`config.mk`:
```
export PLATFORM = sky130hd
export DESIGN_NAME = hbg_gate_sequencer
export DESIGN_NICKNAME = d
export VERILOG_FILES = /design/src/hdl/hbg_pkg.sv /design/src/hdl/hbg_gate_sequencer.sv /design/src/hdl/hbg_persist.sv /design/src/hdl/hbg_sync_div.sv
export VERILOG_INCLUDE_DIRS = /design/src /design/src/hdl
export SDC_FILE = /design/constraint.sdc
export NUM_CORES = 1
export LEC_CHECK = 0
export BUFFER_PORTS_ARGS = -buffer_cell sky130_fd_sc_hd__buf_2
export CORE_AREA = 2 2 147 149
export DETAILED_ROUTE_END_ITERATION = 8
export DIE_AREA = 0 0 149 151
export MAX_ROUTING_LAYER = met4
export PLACE_DENSITY_LB_ADDON = 0.2
export SETUP_SLACK_MARGIN = 0.2
export SLEW_MARGIN = 20
export SYNTH_ARGS = -nofsm -noshare
export SYNTH_HDL_FRONTEND = slang
export SYNTH_SLANG_ARGS = --single-unit
```
`constraint.sdc`:
```
create_clock -name sys_clk -period 3.6 [get_ports sys_clk]
set_clock_uncertainty 0.05 [all_clocks]
set_input_delay 0.18 -clock sys_clk [delete_from_list [all_inputs] [get_ports sys_clk]]
set_output_delay 0.18 -clock sys_clk [all_outputs]
set_load 0.1 [all_outputs]
```
`src/hdl/hbg_cfg.svh`:
```
`ifndef HBG_CFG_SVH
`define HBG_CFG_SVH

// Clock rate of sys_clk
`define HBG_CLK_HZ       25000000
`define HBG_CLK_MHZ      (`HBG_CLK_HZ / 1000000)

// Internal switching oscillator
`define HBG_OSC_HZ       54000
`define HBG_OSC_PERIOD   (`HBG_CLK_HZ / `HBG_OSC_HZ)
`define HBG_OSC_LAST     (`HBG_OSC_PERIOD - 1)
`define HBG_OSC_HALF     (`HBG_OSC_PERIOD / 2)

// Phase chaining: five slots per period
`define HBG_CHAIN_SLOTS  5
`define HBG_CHAIN_MAX    (`HBG_CHAIN_SLOTS - 1)
`define HBG_SLOT_STEP    (`HBG_OSC_PERIOD / `HBG_CHAIN_SLOTS)

// External sync divider
`define HBG_SYNC_DIV     6
`define HBG_SYNC_LAST    (`HBG_SYNC_DIV - 1)
`define HBG_SYNC_MID     (`HBG_SYNC_DIV / 2 - 1)
`define HBG_SYNC_LOST    300

// Dead time between gates, least time rounded up
`define HBG_DEAD_NS      200
`define HBG_DEAD_CYC     ((`HBG_DEAD_NS * `HBG_CLK_MHZ + 999) / 1000)

// Sense-input precharge after enable
`define HBG_PRECHARGE_US 20
`define HBG_PRECHARGE_CYC (`HBG_PRECHARGE_US * `HBG_CLK_MHZ)

// Fault and regulation qualification
`define HBG_QUAL_CYC     4
`define HBG_REG_QUAL     64
`define HBG_NUM_QUAL     3
`define HBG_Q_ILIM       0
`define HBG_Q_OV         1
`define HBG_Q_REG        2

// Compensation integrator
`define HBG_COMP_TICK    16
`define HBG_COMP_MAX     1023
`define HBG_COMP_UP      1
`define HBG_COMP_DN      1
`define HBG_COMP_OV_DN   4

// Pin sampler lanes
`define HBG_NUM_PINS     8
`define HBG_P_CURPOS     0
`define HBG_P_ILIM       1
`define HBG_P_OV         2
`define HBG_P_LAMPLOW    3
`define HBG_P_SYNC       4
`define HBG_P_SLOT       5

`endif

```
`src/hdl/hbg_pkg.sv`:
```
package hbg_pkg;

	typedef enum logic [2:0] {
		HBG_ST_IDLE,
		HBG_ST_HIGH,
		HBG_ST_DEAD_HL,
		HBG_ST_LOW_POS,
		HBG_ST_WAIT_FALL,
		HBG_ST_LOW_NEG,
		HBG_ST_DEAD_LH
	} hbg_state_t;

endpackage

```
`src/hdl/hbg_gate_sequencer.sv`:
```
// Contract
// - After startup, switch at fixed frequency from internal oscillator or sync input.
// - External sync is divided by six to give the switching frequency.
// - Constant frequency: high gate on at positive half start, for regulated on-time.
// - After high gate off, low gate on while body diode conducts.
// - Zero crossing before clock fall: low off, both off until the fall.
// - On the clock fall, low gate on for the negative half cycle.
// - Clock fall before zero crossing: low gate stays on continuously.
// - Negative half: low off at interval end, then high on, new cycle.
// - Startup runs resonant with sync and phase shift disabled.
// - Resonant: low stays on through zero, off when current turns positive or at interval end, then high.
// - Change from resonant to constant frequency once lamp current regulates.
// - High on-time ends when the internal ramp crosses the compensation level.
// - Rectified lamp current against reference charges or discharges compensation.
// - Overvoltage sense above threshold enables fast compensation discharge until below.
// - A fault registers only after its condition persists a minimum time.
// - After enable, precharge voltage sense to threshold, then let it decay.
// - Switch-voltage sense limits current each cycle and detects zero crossings.
// - Sync and phase logic let up to five devices chain without overlap.
`timescale 1ns/10ps
`include "hbg_cfg.svh"

module hbg_gate_sequencer
	import hbg_pkg::*;
(
	input  wire logic       sys_clk,
	input  wire logic       srst,
	input  wire logic       cur_positive,
	input  wire logic       current_limit,
	input  wire logic       overvolt_detect,
	input  wire logic       lamp_current_sense,
	input  wire logic       sync_in,
	input  wire logic [2:0] chain_slot,
	output logic            high_gate_drive,
	output logic            low_gate_drive,
	output logic            comp_charge,
	output logic            comp_discharge,
	output logic            ov_discharge,
	output logic            vfb_precharge,
	output logic            const_freq_mode,
	output logic            fault_ov,
	output logic            fault_ocp,
	output logic            chain_sync_out,
	output logic [9:0]      comp_level
);

	logic [`HBG_NUM_PINS-1:0] pin_raw;
	logic [`HBG_NUM_PINS-1:0] pin_s1_reg;
	logic [`HBG_NUM_PINS-1:0] pin_s2_reg;
	logic [`HBG_NUM_PINS-1:0] pin_s3_reg;
	logic [`HBG_NUM_PINS-1:0] pin_lvl_reg;
	logic [`HBG_NUM_QUAL-1:0] qual_raw;
	logic [`HBG_NUM_QUAL-1:0] qual_lvl;
	hbg_state_t               state_reg;
	hbg_state_t               state_next;
	logic [9:0]               osc_cnt_reg;
	logic [9:0]               slot_offset;
	logic [9:0]               ramp_reg;
	logic [9:0]               low_cnt_reg;
	logic [3:0]               dead_cnt_reg;
	logic [3:0]               tick_cnt_reg;
	logic [9:0]               pre_cnt_reg;
	logic                     s_rise;
	logic                     s_fall;
	logic                     sync_ok;
	logic                     osc_rise;
	logic                     osc_fall;
	logic                     cf_rise;
	logic                     cf_fall;
	logic                     rise_pend_reg;
	logic                     fall_pend_reg;
	logic                     dead_done;
	logic                     ontime_end;
	logic                     cur_pos;
	logic                     lamp_low;
	logic                     ilim_q;
	logic                     ov_q;
	logic                     reg_q;
	logic                     to_high;
	logic                     to_low_neg;

	assign pin_raw = {chain_slot, sync_in, lamp_current_sense, overvolt_detect,
	                  current_limit, cur_positive};

	// Three-stage pin sampling; a change counts when stages two and three agree
	genvar gi;
	generate
		for (gi = 0; gi < `HBG_NUM_PINS; gi++) begin : g_pin
			always_ff @(posedge sys_clk) begin
				if (srst) begin
					pin_s1_reg[gi]  <= 1'b0;
					pin_s2_reg[gi]  <= 1'b0;
					pin_s3_reg[gi]  <= 1'b0;
					pin_lvl_reg[gi] <= 1'b0;
				end else begin
					pin_s1_reg[gi] <= pin_raw[gi];
					pin_s2_reg[gi] <= pin_s1_reg[gi];
					pin_s3_reg[gi] <= pin_s2_reg[gi];
					if (pin_s2_reg[gi] == pin_s3_reg[gi]) begin
						pin_lvl_reg[gi] <= pin_s3_reg[gi];
					end
				end
			end
		end
	endgenerate

	assign cur_pos  = pin_lvl_reg[`HBG_P_CURPOS];
	assign lamp_low = pin_lvl_reg[`HBG_P_LAMPLOW];

	// Qualifiers: current limit, overvoltage, lamp-current regulation
	assign qual_raw[`HBG_Q_ILIM] = pin_lvl_reg[`HBG_P_ILIM];
	assign qual_raw[`HBG_Q_OV]   = pin_lvl_reg[`HBG_P_OV];
	assign qual_raw[`HBG_Q_REG]  = !lamp_low;

	generate
		for (gi = 0; gi < `HBG_NUM_QUAL; gi++) begin : g_qual
			hbg_persist #(
				.QUAL ((gi == `HBG_Q_REG) ? `HBG_REG_QUAL : `HBG_QUAL_CYC)
			) u_persist (
				.sys_clk   (sys_clk),
				.srst      (srst),
				.raw       (qual_raw[gi]),
				.qualified (qual_lvl[gi])
			);
		end
	endgenerate

	assign ilim_q = qual_lvl[`HBG_Q_ILIM];
	assign ov_q   = qual_lvl[`HBG_Q_OV];
	assign reg_q  = qual_lvl[`HBG_Q_REG];

	// External sync divider
	hbg_sync_div u_sync_div (
		.sys_clk  (sys_clk),
		.srst     (srst),
		.sync_lvl (pin_lvl_reg[`HBG_P_SYNC]),
		.sw_rise  (s_rise),
		.sw_fall  (s_fall),
		.sync_ok  (sync_ok)
	);

	// Chain slot offset, clamped to the last of five slots
	always_comb begin
		if (pin_lvl_reg[`HBG_P_SLOT +: 3] > 3'(`HBG_CHAIN_MAX)) begin
			slot_offset = 10'(`HBG_CHAIN_MAX * `HBG_SLOT_STEP);
		end else begin
			slot_offset = 10'(pin_lvl_reg[`HBG_P_SLOT +: 3] * `HBG_SLOT_STEP);
		end
	end

	// Internal oscillator; phase set by chain slot at the mode change
	always_ff @(posedge sys_clk) begin
		if (srst) begin
			osc_cnt_reg <= 10'h000;
		end else if (!const_freq_mode && reg_q && to_high) begin
			osc_cnt_reg <= slot_offset;
		end else if (osc_cnt_reg == 10'(`HBG_OSC_LAST)) begin
			osc_cnt_reg <= 10'h000;
		end else begin
			osc_cnt_reg <= osc_cnt_reg + 10'h001;
		end
	end

	assign osc_rise = (osc_cnt_reg == 10'h000);
	assign osc_fall = (osc_cnt_reg == 10'(`HBG_OSC_HALF));

	// Clock source: sync when present, else internal; unused in resonant mode
	assign cf_rise = const_freq_mode && (sync_ok ? s_rise : osc_rise);
	assign cf_fall = const_freq_mode && (sync_ok ? s_fall : osc_fall);

	// Pending clock edges so none is lost during dead time; set wins
	always_ff @(posedge sys_clk) begin
		if (srst || !const_freq_mode) begin
			rise_pend_reg <= 1'b0;
			fall_pend_reg <= 1'b0;
		end else begin
			rise_pend_reg <= cf_rise || (rise_pend_reg && !to_high);
			fall_pend_reg <= cf_fall || (fall_pend_reg && !to_low_neg);
		end
	end

	// One-way switch to constant frequency at a cycle boundary
	always_ff @(posedge sys_clk) begin
		if (srst) begin
			const_freq_mode <= 1'b0;
		end else if (reg_q && to_high) begin
			const_freq_mode <= 1'b1;
		end
	end

	// Precharge of the voltage sense right after enable
	always_ff @(posedge sys_clk) begin
		if (srst) begin
			pre_cnt_reg   <= 10'h000;
			vfb_precharge <= 1'b1;
		end else begin
			if (pre_cnt_reg != 10'(`HBG_PRECHARGE_CYC)) begin
				pre_cnt_reg <= pre_cnt_reg + 10'h001;
			end
			vfb_precharge <= (pre_cnt_reg < 10'(`HBG_PRECHARGE_CYC - 1));
		end
	end

	// Compensation integrator, stepped every tick
	always_ff @(posedge sys_clk) begin
		if (srst) begin
			tick_cnt_reg <= 4'h0;
			comp_level   <= 10'h000;
		end else begin
			tick_cnt_reg <= tick_cnt_reg + 4'h1;
			if (tick_cnt_reg == 4'(`HBG_COMP_TICK - 1)) begin
				if (ov_q) begin
					comp_level <= (comp_level > 10'(`HBG_COMP_OV_DN)) ?
					              comp_level - 10'(`HBG_COMP_OV_DN) : 10'h000;
				end else if (lamp_low) begin
					comp_level <= (comp_level < 10'(`HBG_COMP_MAX - `HBG_COMP_UP)) ?
					              comp_level + 10'(`HBG_COMP_UP) : 10'(`HBG_COMP_MAX);
				end else begin
					comp_level <= (comp_level > 10'(`HBG_COMP_DN)) ?
					              comp_level - 10'(`HBG_COMP_DN) : 10'h000;
				end
			end
		end
	end

	// Error-current and discharge indicators
	always_ff @(posedge sys_clk) begin
		if (srst) begin
			comp_charge    <= 1'b0;
			comp_discharge <= 1'b0;
			ov_discharge   <= 1'b0;
			fault_ov       <= 1'b0;
			fault_ocp      <= 1'b0;
		end else begin
			comp_charge    <= lamp_low && !ov_q;
			comp_discharge <= !lamp_low && !ov_q;
			ov_discharge   <= ov_q;
			fault_ov       <= ov_q;
			fault_ocp      <= ilim_q;
		end
	end

	// On-time ramp, restarted with each high phase
	always_ff @(posedge sys_clk) begin
		if (srst || state_reg != HBG_ST_HIGH) begin
			ramp_reg <= 10'h000;
		end else if (ramp_reg != 10'(`HBG_COMP_MAX)) begin
			ramp_reg <= ramp_reg + 10'h001;
		end
	end

	assign ontime_end = (ramp_reg >= comp_level);

	// Dead time and low-interval counters
	always_ff @(posedge sys_clk) begin
		if (srst || state_next != state_reg) begin
			dead_cnt_reg <= 4'h0;
			low_cnt_reg  <= 10'h000;
		end else begin
			if (!dead_done) begin
				dead_cnt_reg <= dead_cnt_reg + 4'h1;
			end
			if (low_cnt_reg != 10'(`HBG_OSC_LAST)) begin
				low_cnt_reg <= low_cnt_reg + 10'h001;
			end
		end
	end

	assign dead_done  = (dead_cnt_reg == 4'(`HBG_DEAD_CYC - 1));
	assign to_high    = (state_reg == HBG_ST_DEAD_LH) && dead_done;
	assign to_low_neg = (state_next == HBG_ST_LOW_NEG) && (state_reg != HBG_ST_LOW_NEG);

	// Gate sequencing
	always_comb begin
		state_next = state_reg;
		case (state_reg)
			HBG_ST_IDLE: begin
				if (!vfb_precharge) begin
					state_next = HBG_ST_DEAD_LH;
				end
			end
			HBG_ST_HIGH: begin
				if (ontime_end || ilim_q || fall_pend_reg) begin
					state_next = HBG_ST_DEAD_HL;
				end
			end
			HBG_ST_DEAD_HL: begin
				if (dead_done) begin
					state_next = HBG_ST_LOW_POS;
				end
			end
			HBG_ST_LOW_POS: begin
				if (!const_freq_mode) begin
					if (!cur_pos) begin
						state_next = HBG_ST_LOW_NEG;
					end
				end else if (fall_pend_reg) begin
					state_next = HBG_ST_LOW_NEG;
				end else if (!cur_pos) begin
					state_next = HBG_ST_WAIT_FALL;
				end
			end
			HBG_ST_WAIT_FALL: begin
				if (fall_pend_reg) begin
					state_next = HBG_ST_LOW_NEG;
				end
			end
			HBG_ST_LOW_NEG: begin
				if (ilim_q) begin
					state_next = HBG_ST_DEAD_LH;
				end else if (const_freq_mode ? rise_pend_reg :
				             (cur_pos || low_cnt_reg == 10'(`HBG_OSC_LAST))) begin
					state_next = HBG_ST_DEAD_LH;
				end
			end
			HBG_ST_DEAD_LH: begin
				if (dead_done) begin
					state_next = HBG_ST_HIGH;
				end
			end
			default: begin
				state_next = HBG_ST_IDLE;
			end
		endcase
	end

	always_ff @(posedge sys_clk) begin
		if (srst) begin
			state_reg <= HBG_ST_IDLE;
		end else begin
			state_reg <= state_next;
		end
	end

	// Gate outputs decoded from the next state: high from one state, low from both low states
	always_ff @(posedge sys_clk) begin
		if (srst) begin
			high_gate_drive <= 1'b0;
			low_gate_drive  <= 1'b0;
			chain_sync_out  <= 1'b0;
		end else begin
			high_gate_drive <= (state_next == HBG_ST_HIGH);
			low_gate_drive  <= (state_next == HBG_ST_LOW_POS) ||
			                   (state_next == HBG_ST_LOW_NEG);
			chain_sync_out  <= cf_rise;
		end
	end
endmodule

```
`src/hdl/hbg_persist.sv`:
```
`timescale 1ns/10ps
`include "hbg_cfg.svh"

module hbg_persist #(
	parameter int unsigned QUAL = `HBG_QUAL_CYC
) (
	input  wire logic sys_clk,
	input  wire logic srst,
	input  wire logic raw,
	output logic      qualified
);

	logic [7:0] cnt_reg;

	// Count how long the condition has held
	always_ff @(posedge sys_clk) begin
		if (srst || !raw) begin
			cnt_reg <= 8'h00;
		end else if (cnt_reg != 8'(QUAL)) begin
			cnt_reg <= cnt_reg + 8'h01;
		end
	end

	// Qualified once held long enough, dropped at once
	always_ff @(posedge sys_clk) begin
		if (srst) begin
			qualified <= 1'b0;
		end else begin
			qualified <= raw && (cnt_reg >= 8'(QUAL - 1));
		end
	end
endmodule

```
`src/hdl/hbg_sync_div.sv`:
```
`timescale 1ns/10ps
`include "hbg_cfg.svh"

module hbg_sync_div (
	input  wire logic sys_clk,
	input  wire logic srst,
	input  wire logic sync_lvl,
	output logic      sw_rise,
	output logic      sw_fall,
	output logic      sync_ok
);

	logic       prev_reg;
	logic [2:0] edge_cnt_reg;
	logic [8:0] lost_cnt_reg;
	logic       sync_edge;
	logic [3:0] chk_cnt_reg;

	assign sync_edge = sync_lvl && !prev_reg;

	// Rising-edge detect on the filtered sync level
	always_ff @(posedge sys_clk) begin
		if (srst) begin
			prev_reg <= 1'b0;
		end else begin
			prev_reg <= sync_lvl;
		end
	end

	// Divide by six: start at edge six, falling point at edge three
	always_ff @(posedge sys_clk) begin
		if (srst) begin
			edge_cnt_reg <= 3'h0;
			sw_rise      <= 1'b0;
			sw_fall      <= 1'b0;
		end else begin
			sw_rise <= sync_edge && (edge_cnt_reg == 3'(`HBG_SYNC_LAST));
			sw_fall <= sync_edge && (edge_cnt_reg == 3'(`HBG_SYNC_MID));
			if (sync_edge) begin
				edge_cnt_reg <= (edge_cnt_reg == 3'(`HBG_SYNC_LAST)) ? 3'h0
				                : edge_cnt_reg + 3'h1;
			end
		end
	end

	// Sync present while edges keep coming; else fall back
	always_ff @(posedge sys_clk) begin
		if (srst) begin
			lost_cnt_reg <= 9'(`HBG_SYNC_LOST);
			sync_ok      <= 1'b0;
		end else begin
			if (sync_edge) begin
				lost_cnt_reg <= 9'h000;
			end else if (lost_cnt_reg != 9'(`HBG_SYNC_LOST)) begin
				lost_cnt_reg <= lost_cnt_reg + 9'h001;
			end
			sync_ok <= sync_edge || (lost_cnt_reg < 9'(`HBG_SYNC_LOST - 1));
		end
	end

	// Edges seen since the last start pulse, for checking only
	always_ff @(posedge sys_clk) begin
		if (srst || sw_rise) begin
			chk_cnt_reg <= sync_edge ? 4'h1 : 4'h0;
		end else if (sync_edge && chk_cnt_reg != 4'hf) begin
			chk_cnt_reg <= chk_cnt_reg + 4'h1;
		end
	end
endmodule

```
# Word level (Yosys, flattened, before mapping)
# Index checks and enable logic that the tools add are counted.
dict set report word_totals {
  output_inout_bits 20
  ff_bits 147
  word_cells 191
}
dict set report op_classes {
  n_addsub 14
  mul 1
  n_eq_ne 34
  n_mux 26
  n_reduce_logical 42
  magnitude_cmp 10
}
# cell count
set ops {}
lappend ops {{$mux 10} 8}
lappend ops {{$add 10x1->10 const B} 5}
lappend ops {{$mux 3} 12}
lappend ops {{$add 8x1->8 const B} 3}
lappend ops {{$pmux 3 s7} 1}
lappend ops {{$eq 10x9->1 const B} 2}
lappend ops {{$ne 10x9->1 const B} 2}
lappend ops {{$mux 9} 2}
lappend ops {{$logic_and 1x1->1} 17}
lappend ops {{$ge 8x2->1 const B} 2}
lappend ops {{$ne 8x3->1 const B} 2}
lappend ops {{$eq 3x3->1 const B} 5}
lappend ops {{$logic_or 1x1->1} 13}
lappend ops {{$eq 3x2->1 const B} 4}
lappend ops {{$eq 10x8->1 const B} 1}
lappend ops {{$ge 10x10->1} 1}
lappend ops {{$gt 10x1->1 const B} 1}
lappend ops {{$gt 10x3->1 const B} 1}
lappend ops {{$logic_not 10->1} 1}
lappend ops {{$lt 10x10->1 const B} 1}
lappend ops {{$lt 10x9->1 const B} 1}
lappend ops {{$ne 10x10->1 const B} 1}
lappend ops {{$sub 10x1->10 const B} 1}
lappend ops {{$sub 10x3->10 const B} 1}
lappend ops {{21 further kinds} 39}

# Depth between registers and ports, before layout
# Gate-level depths: netlist of the first run.
dict set report logic_depth {
  ltp_word 11
  mapped_depth 10
  ltp_nobuf 9
}

# By module
# From an unflattened synthesis of the first run, not the netlist that was laid out.
dict set report hier_totals {
  hier_cells 870
  area_unflattened_um2 7420.9
}
# mod n_inst area_per_inst_um2 cells_each
set modules_own_cells {}
lappend modules_own_cells {hbg_gate_sequencer 1 5332.6 630}
lappend modules_own_cells {{hbg_persist (g_qual[0].u_persist ...)} 2 445.4 52}
lappend modules_own_cells {hbg_sync_div 1 767.0 87}
lappend modules_own_cells {{hbg_persist (g_qual[2].u_persist)} 1 430.4 49}

# Worst setup path before layout of the first run
# Ideal clock, no wire load.
dict set report synth_timing {
  path_type {register to register}
  startpoint {reg comp_level[3]}
  endpoint {reg comp_level[4]}
  arrival_time_ns 2.778
  n_path_buf 1
  path_slack_ns 0.669
  path_stages_with_launch 10
  setup_time_ns 0.103
  t_required_ns 3.447
  path_cell_list {dfxtp_1 -> inv_1 -> ha_1 -> clkbuf_1 -> nor3b_1 -> o211ai_1 -> nand2_1 -> o21ai_0 -> nor3_1 -> a2111oi_2}
}
dict set report synth_via {
  elab_chain_len 4
  elab_cells_between_ends 11
  classes_between {add/sub: 3; order compare: 3; mux: 5}
}
# element line_no
set synth_lines {}
lappend synth_lines {{from (decl)} hbg_gate_sequencer.sv:44} ;# output logic [9:0] comp_level
lappend synth_lines {{from (signal assigned)} hbg_gate_sequencer.sv:213} ;# comp_level <= (comp_level > 10'(`HBG_COMP_OV_DN)) ?
lappend synth_lines {{from (signal assigned)} hbg_gate_sequencer.sv:216} ;# comp_level <= (comp_level < 10'(`HBG_COMP_MAX - `HBG_COMP_UP)) ?
lappend synth_lines {{from (signal assigned)} hbg_gate_sequencer.sv:219} ;# comp_level <= (comp_level > 10'(`HBG_COMP_DN)) ?
lappend synth_lines {{$sub 10x1->10 (tied with other cells)} hbg_gate_sequencer.sv:220} ;# comp_level - 10'(`HBG_COMP_DN) : 10'h000;
lappend synth_lines {{$mux 10, on equally long branches} {hbg_gate_sequencer.sv:219, hbg_gate_sequencer.sv:216}}
lappend synth_lines {{$mux 10} hbg_gate_sequencer.sv:215} ;# end else if (lamp_low) begin
lappend synth_lines {{$mux 10 *} hbg_gate_sequencer.sv:212} ;# if (ov_q) begin
# Mark *: on every way between the ends. The rest lies on a longest branch, timed or not.
# A chain may end at the register's enable or synchronous reset.

# Final worst setup path of the first run
dict set report layout_timing {
  startpoint {reg comp_level[4]}
  endpoint {reg dead_cnt_reg[3]}
}
dict set report layout_via {
  elab_chain_len 7
}
# element line_no
set layout_lines {}
lappend layout_lines {{$ge 10x10->1} hbg_gate_sequencer.sv:252} ;# assign ontime_end = (ramp_reg >= comp_level);
lappend layout_lines {{$logic_or 1x1->1 (2 in series)} hbg_gate_sequencer.sv:283} ;# if (ontime_end || ilim_q || fall_pend_reg) begin
lappend layout_lines {{$mux 3} hbg_gate_sequencer.sv:283}
lappend layout_lines {{$pmux 3 s7} hbg_gate_sequencer.sv:276} ;# case (state_reg)
lappend layout_lines {{$ne 3x3->1} hbg_gate_sequencer.sv:256} ;# if (srst || state_next != state_reg) begin
lappend layout_lines {{$logic_or 1x1->1} hbg_gate_sequencer.sv:256}
lappend layout_lines {{to (signal assigned)} hbg_gate_sequencer.sv:261} ;# dead_cnt_reg <= dead_cnt_reg + 4'h1;
lappend layout_lines {{to (decl)} hbg_gate_sequencer.sv:60} ;# logic [3:0] dead_cnt_reg;
# Every way passes these cells.

==> qor.csv, run 1 <==
stage,metric,value,unit
status,status,"finished, final reports clean",
route,via_per_inst,4.927,
floorplanning,die_x,149,um
synth,synth_top_family_by_area,simple AND/OR/NAND/NOR gates,
final_layout,antenna_cells,0,
synth,yosys_most_used_dff,dfxtp_1,
worst_setup_path,critPathArrivalTime,2870,ps
route,wire_per_inst,12.84,um
final_layout,largest_reg_flops,24,
synth,synthArstFlopShare,0,%
route,drt-pass1-iter-count,5,
pwr,seqPwrFrac,45.3,%
pwr,switching_share,23.89,%
sta,finalSetupViolations,0,
synth,synthCells,845,
worst_setup_path,cp-endpoint,dead_cnt_reg[3]$_SDFFE_PP0N_,
global_routing,gr-total-overflow,0,
global_routing,grt_antenna_before_repair,0,
synth,yosys.cell_types.count,65,
synth,syn_area_per_cell,8.529,um2
global_routing,grt_max_degree,85,
run,maxCapViolCount,0,
sta,holdWs,262.2,ps
floorplanning,dieArea,0.02250,mm2
pwr,p_comb_share,7.3,%
clock_network,clkTransAtPathRegs,70,ps
synth,muxShareOfSynthArea,0.4167,%
sta,hold_violations,0,
floorplanning,num_rows,53,
pwr,pwr_density_cell,467.7,mW/mm2
route,vias,5701,
synth,synth_edf_count,0,
sta,period_needed,2644,ps
sta,drv_slew,0,
placed_design,gp_congestion,0.8328,
route,route.detailed.drc,0,
placed_design,port_buffers,29,
placed_design,post-dp-hpwl,10140,um
final_layout,area_growth,14.67,%
synth,synth-xor-area-share,7.535,%
worst_setup_path,crit_required,3820,ps
worst_hold_path,min_path_type,in -> reg,
synth,syn-num-nets,900,
floorplanning,ioPinCount,30,
sta,fin_crit_sh,73.43,%
worst_setup_path,r2r-end,dead_cnt_reg[3]$_SDFFE_PP0N_,
clock_network,cts_buffer_depth,2,
final_layout,regArea,0.002943,mm2
clock_network,ctsHtreeMaxLevel,4,
clock_network,cts_buffers,17,
clock_network,clock_latency,420,ps
synth,synth_seq_area_share,40.83,%
pwr,clockPowerShare,47.4,%
worst_setup_path,crit_type,reg -> reg,
clock_network,ctsHoldBuffers,8,
global_routing,grt_pass1_wl,25700,um
synth,synthAdderAreaFrac,8.125,%
synth,ys_ff_latch,147,
worst_setup_path,cp_max_fo,14,
sta,slew_headroom,44.75,%
worst_setup_path,end_kind,register,
final_layout,fillers,2117,
worst_setup_path,r2r_start,comp_level[4]$_SDFFE_PP0P_,
route,wl,14860,um
synth,synthSimpleGateAreaFrac,25.05,%
clock_network,postCtsResizedCells,0,
pwr,internal-power,0.002942,W
synth,yosys_warnings,0,
floorplanning,fp.dieH,151,um
route,first_iter_violations,417,
final_layout,drive_gt1_share,8.390,%
synth,syn-cell-area,0.007207,mm2
pwr,p_leak,3.111,nW
final_layout,multi_input_area,0.003971,mm2
global_routing,grt_use_total,14.53,%
global_routing,grt_pass1_vias,5317,
pwr,power,0.003865,W
clock_network,clock_sinks,147,
floorplanning,initial_core_util,34.61,%
pwr,power_switching,0.0009235,W
pwr,peakVddDrop,261.6,uV
clock_network,postCtsSetupBuffers,0,
floorplanning,core,0.02082,mm2
synth,synth-compound-area-share,13.98,%
final_layout,layout.nets,924,
clock_network,cts_tree,built,
clock_network,root_buffer,clkbuf_16,
sta,setup-tns-final,0,ps
worst_setup_path,startpoint,comp_level[4]$_SDFFE_PP0P_,
final_layout,fin_util,39.69,%
worst_setup_path,r2r_setup_slack,960,ps
worst_setup_path,start_kind,register,
sta,max_freq,378.3,MHz
sta,rsz0062_at_grt,false,
sta,tightest_slew,821.2,ps
worst_setup_path,rr_worst_depth,8,
route,ant_nets,0,
power by group through the flow:
stage / Clock [W] / Sequential [W] / Combinational (W)
floorplan: 0 / 0.00177 / 0.000235
global placement: 0 / 0.00179 / 0.000275
detailed placement: 0 / 0.00179 / 0.000276
CTS: 0.00189 / 0.00175 / 0.000284
global route: 0.00197 / 0.00176 / 0.000323
finish: 0.00183 / 0.00175 / 0.000282
cells in the final DEF (no fill, tap or decap), types with 4 or more instances in the layout:
| master | instances |
|---|---|
| nor2b_1 | 35 |
| nand4b_1 | 4 |
| xnor2_1 | 32 |
| xor2_1 | 30 |
| nor4_1 | 11 |
| nand3b_1 | 6 |
| nor2_1 | 95 |
| nor3_1 | 26 |
| or3_1 | 9 |
| o22ai_1 | 6 |
| a31oi_1 | 10 |
| buf_2 | 29 |
| inv_1 | 37 |
| ha_1 | 42 |
| and3_1 | 17 |
| dfxtp_1 | 147 |
| dlygate4sd3_1 | 8 |
| nand3_1 | 44 |
| a21o_1 | 8 |
| a211oi_1 | 9 |
| nand2_1 | 58 |
| nand4_1 | 7 |
| nor3b_1 | 6 |
| clkbuf_16 | 17 |
| or2_2 | 4 |
| o21ai_0 | 35 |
| a21oi_1 | 64 |
| nand2b_1 | 13 |
kinds of logic after synthesis:
kind of cell,after synthesis
and+or+nand+nor,351
AOI/OAI and AO/OA,165
DFF,147
buffers and inverters,72
xor gates and xnor gates,62
adders and majority gates,45
muxes,3
worst max-delay path, stage by stage (launching register included):
cell	delay, ps
dfxtp_1	560
clkinv_1	320
ha_1	360
nand2_1	60
nor3_1	200
a21oi_1	110
a21bo_2	240
a22oi_2	490
nor2_1	110
layer usage:
layer	vias up	wire, um	global-route usage (%)
met1	2620	7842	19.64
li1	2993	-	-
met4	0	121	4.810
met5	-	0	-
met3	10	474	3.916
met2	78	6421	21.04
how the worst min path moves through the flow:
stage | start | endpoint | slack, ps | depth (start not counted)
after global placement | chain_slot[0] | pin_s1_reg[5]$_SDFF_PP0_ | 340 | 2
final | srst | pin_s1_reg[2]$_SDFF_PP0_ | 260 | 3
after detailed placement | chain_slot[0] | pin_s1_reg[5]$_SDFF_PP0_ | 340 | 2
after CTS | srst | tick_cnt_reg[0]$_SDFF_PP0_ | 250 | 3
after floorplan | cur_positive | pin_s1_reg[0]$_SDFF_PP0_ | 260 | 1
after global routing | srst | comp_charge$_SDFF_PP0_ | 260 | 3
synth_stat cells, types with 4 or more instances:
cell type	instances	area share [%]
o21ai_0	35	2.4
nor3_1	26	1.8
nor4_1	11	0.95
xor2_1	30	3.6
xnor2_1	32	3.9
nor2_1	95	4.9
buf_2	5	0.35
nor3b_1	6	0.62
nand2_1	58	3.0
a21oi_1	64	4.4
nand3b_1	6	0.62
a21o_1	8	0.83
or3_1	9	0.78
and3_1	17	1.5
dfxtp_1	147	41
ha_1	42	7.3
clkbuf_1	22	1.1
nand4b_1	4	0.49
nand3_1	44	3.1
a211oi_1	9	0.94
a31oi_1	10	0.87
inv_1	37	1.9
nor2b_1	35	3.0
or2_2	4	0.35
nand2b_1	13	1.1
nand4_1	7	0.61
o22ai_1	6	0.52
through the flow:
stage	area, um2	setup slack (ps)	std cells
after detailed placement	7574	957.9	1117
after global routing	8264	654.6	1157
final	8264	956.4	1157
after CTS	8264	971.8	1157
after floorplan	7207	668.6	845
after global placement	7574	1021	1117
area by class of cell:
cell class | instances | area share, %
Clock inverter | 12 | 1.862
Inverter | 38 | 1.726
Sequential cell | 147 | 35.61
Timing Repair Buffer | 39 | 3.058
Tap cell | 275 | 4.164
Clock buffer | 20 | 5.526
Multi-Input combinational cell | 626 | 48.05
Note: power is estimated with default switching activity, not from simulation.
==> run 2: changes to the inputs <==
- clock period: 3.6 -> 2.49 ns (I/O delays scaled with it)
==> run 2 against run 1 <==
  * Non-clock buffer count rose by 12
  * Fmax up 22%
  * Via count up 1.5%
  * Critical endpoint is now osc_cnt_reg[8]$_SDFF_PP0_
  * Largest cell class unchanged
  * First-iteration DRC count down 13%
  * Clock-buffer cell count stayed put
==> qor.csv, run 2 (same netlist as run 1, synthesis figures left out) <==
stage,metric,value,unit
status,status,"finished, final reports clean",
global_routing,grt_antenna_before_repair,0,
final_layout,antenna_cells,0,
pwr,peakVddDrop,362.4,uV
worst_setup_path,path_buf_inv,2,
sta,tightest_slew,549.8,ps
sta,slew_headroom,63.01,%
sta,finalSetupViolations,0,
floorplanning,dieArea,0.02250,mm2
route,via_per_inst,4.949,
global_routing,grt_pass1_vias,5520,
worst_setup_path,crit_chain,fa_1 > ha_1 > inv_1 > fa_1 > inv_1 > a21o_1 > a21oi_1 > mux2i_1 > o22ai_1,
final_layout,multi_input_area,0.003999,mm2
route,wire_per_inst,12.92,um
final_layout,fin_util,40.52,%
worst_setup_path,path_depth,9,
worst_setup_path,slowest_stage,fa_1,
floorplanning,num_rows,53,
global_routing,grt_use_total,14.80,%
final_layout,drive_gt1_share,11.86,%
floorplanning,core,0.02082,mm2
clock_network,clock_sinks,147,
clock_network,cts_tree,built,
global_routing,gr-total-overflow,0,
route,route.detailed.drc,0,
worst_setup_path,start_kind,register,
clock_network,cts_buffer_depth,2,
sta,setup-tns-final,0,ps
floorplanning,ioPinCount,30,
floorplanning,die_x,149,um
sta,hold_violations,0,
sta,setup_slack,315.2,ps
worst_setup_path,critPathMaxStageDelay,550,ps
final_layout,largest_reg_flops,24,
route,drt-pass1-iter-count,4,
final_layout,regArea,0.002978,mm2
sta,rsz0062_at_grt,true,
worst_setup_path,end_kind,register,
floorplanning,initial_core_util,34.61,%
worst_setup_path,rr_worst_depth,9,
worst_setup_path,critPathArrivalTime,2430,ps
final_layout,layout_commonest_cell,dfxtp_1,
clock_network,clkTransAtPathRegs,60,ps
pwr,pwr_density_cell,670.0,mW/mm2
final_layout,final_cell_mix,"135 x dfxtp_1, 95 x nor2_1, 63 x a21oi_1",
clock_network,clock_latency,420,ps
sta,drv_slew,0,
route,vias,5785,
global_routing,grt_max_degree,85,
route,first_iter_violations,361,
sta,max_freq,459.8,MHz
clock_network,root_buffer,clkbuf_16,
placed_design,gp_congestion,0.8681,
clock_network,cts_buffers,17,
final_layout,fillers,2133,
worst_hold_path,whs_path_depth,3,
route,ant_nets,0,
placed_design,dp_slack,275.5,ps
sta,fin_crit_sh,87.34,%
placed_design,port_buffers,29,
worst_setup_path,cp_max_fo,6,
run,maxCapViolCount,0,
worst_setup_path,crit_required,2740,ps
global_routing,grt_pass1_wl,26270,um
final_layout,area_growth,17.07,%
worst_setup_path,crit_family,adder cells,
final_layout,layout.nets,936,
route,wl,15100,um
worst_hold_path,min_path_type,in -> reg,
placed_design,post-dp-hpwl,10430,um
clock_network,ctsHtreeMaxLevel,4,
worst_setup_path,crit_type,reg -> reg,
pwr,p_leak,3.189,nW
floorplanning,fp.dieH,151,um
sta,period_needed,2175,ps
-- run 2: cell count changes in the layout (fill, tap and decap cells not counted), sizes merged --
cell / previous run / this run
inv: 39 / 41
clkinv: 5 / 3
buf: 31 / 43
-- run 2: worst paths after layout --
| path | startpoint | endpoint | slack, ps |
|---|---|---|---|
| setup / recovery | pin_lvl_reg[5]$_SDFFE_PP0N_ | osc_cnt_reg[8]$_SDFF_PP0_ | 320 |
| setup reg to reg | pin_lvl_reg[5]$_SDFFE_PP0N_ | osc_cnt_reg[8]$_SDFF_PP0_ | 320 |
| hold reg to reg | pin_s1_reg[5]$_SDFF_PP0_ | pin_s2_reg[5]$_SDFF_PP0_ | 380 |
| hold / removal | srst | osc_cnt_reg[3]$_SDFF_PP0_ | 180 |
-- run 2: power by group --
group	internal [W]	switching [W]	leakage [nW]
Combinational	0.000204	0.000241	1.69
Sequential	0.00243	0.0000793	1.20
Clock	0.00165	0.00105	0.300
Total	0.00429	0.00137	3.19
-- run 2: worst min-delay path, delay by kind of cell --
family	cells	cell delay, ps
AND/OR/NAND/NOR	1	130
buffers and inverters	2	350
-- run 2: repair_timing --
| action | CTS | global route |
|---|---|---|
| hold buffers | 8 | 0 |
| hold endpoints to repair | 8 | 0 |
| resized for setup | 0 | 8 |
| setup buffers | 0 | 2 |
| setup endpoints to repair | 0 | 9 |
-- run 2: layer usage --
layer | global-route usage, % | part of all wire, % | vias to the layer above
met5 | - | 0 | -
met3 | 3.916 | 4.5 | 18
met2 | 22.28 | 44 | 109
met4 | 5.476 | 1.4 | 0
li1 | - | - | 3010
met1 | 19.14 | 50 | 2648
-- run 2: per-stage QoR --
stage / cell area [um2] / hold slack (ps) / instances / power [W]
2_1_floorplan: 7256 / 202.7 / 845 / 0.002891
3_3_place_gp: 7686 / 284.2 / 1127 / 0.002998
3_5_place_dp: 7686 / 286.6 / 1127 / 0.002998
4_1_cts: 8392 / 172.8 / 1167 / 0.005735
5_1_grt: 8437 / 195.4 / 1169 / 0.005902
6_report: 8437 / 176.2 / 1169 / 0.005653
-- run 2: final cells by class --
type,instances,area share [%]
Tap cell,275,4.078
Sequential cell,147,35.30
Clock inverter,12,2.002
Clock buffer,20,5.413
Multi-Input combinational cell,626,47.40
Inverter,38,1.750
Timing Repair Buffer,51,4.063
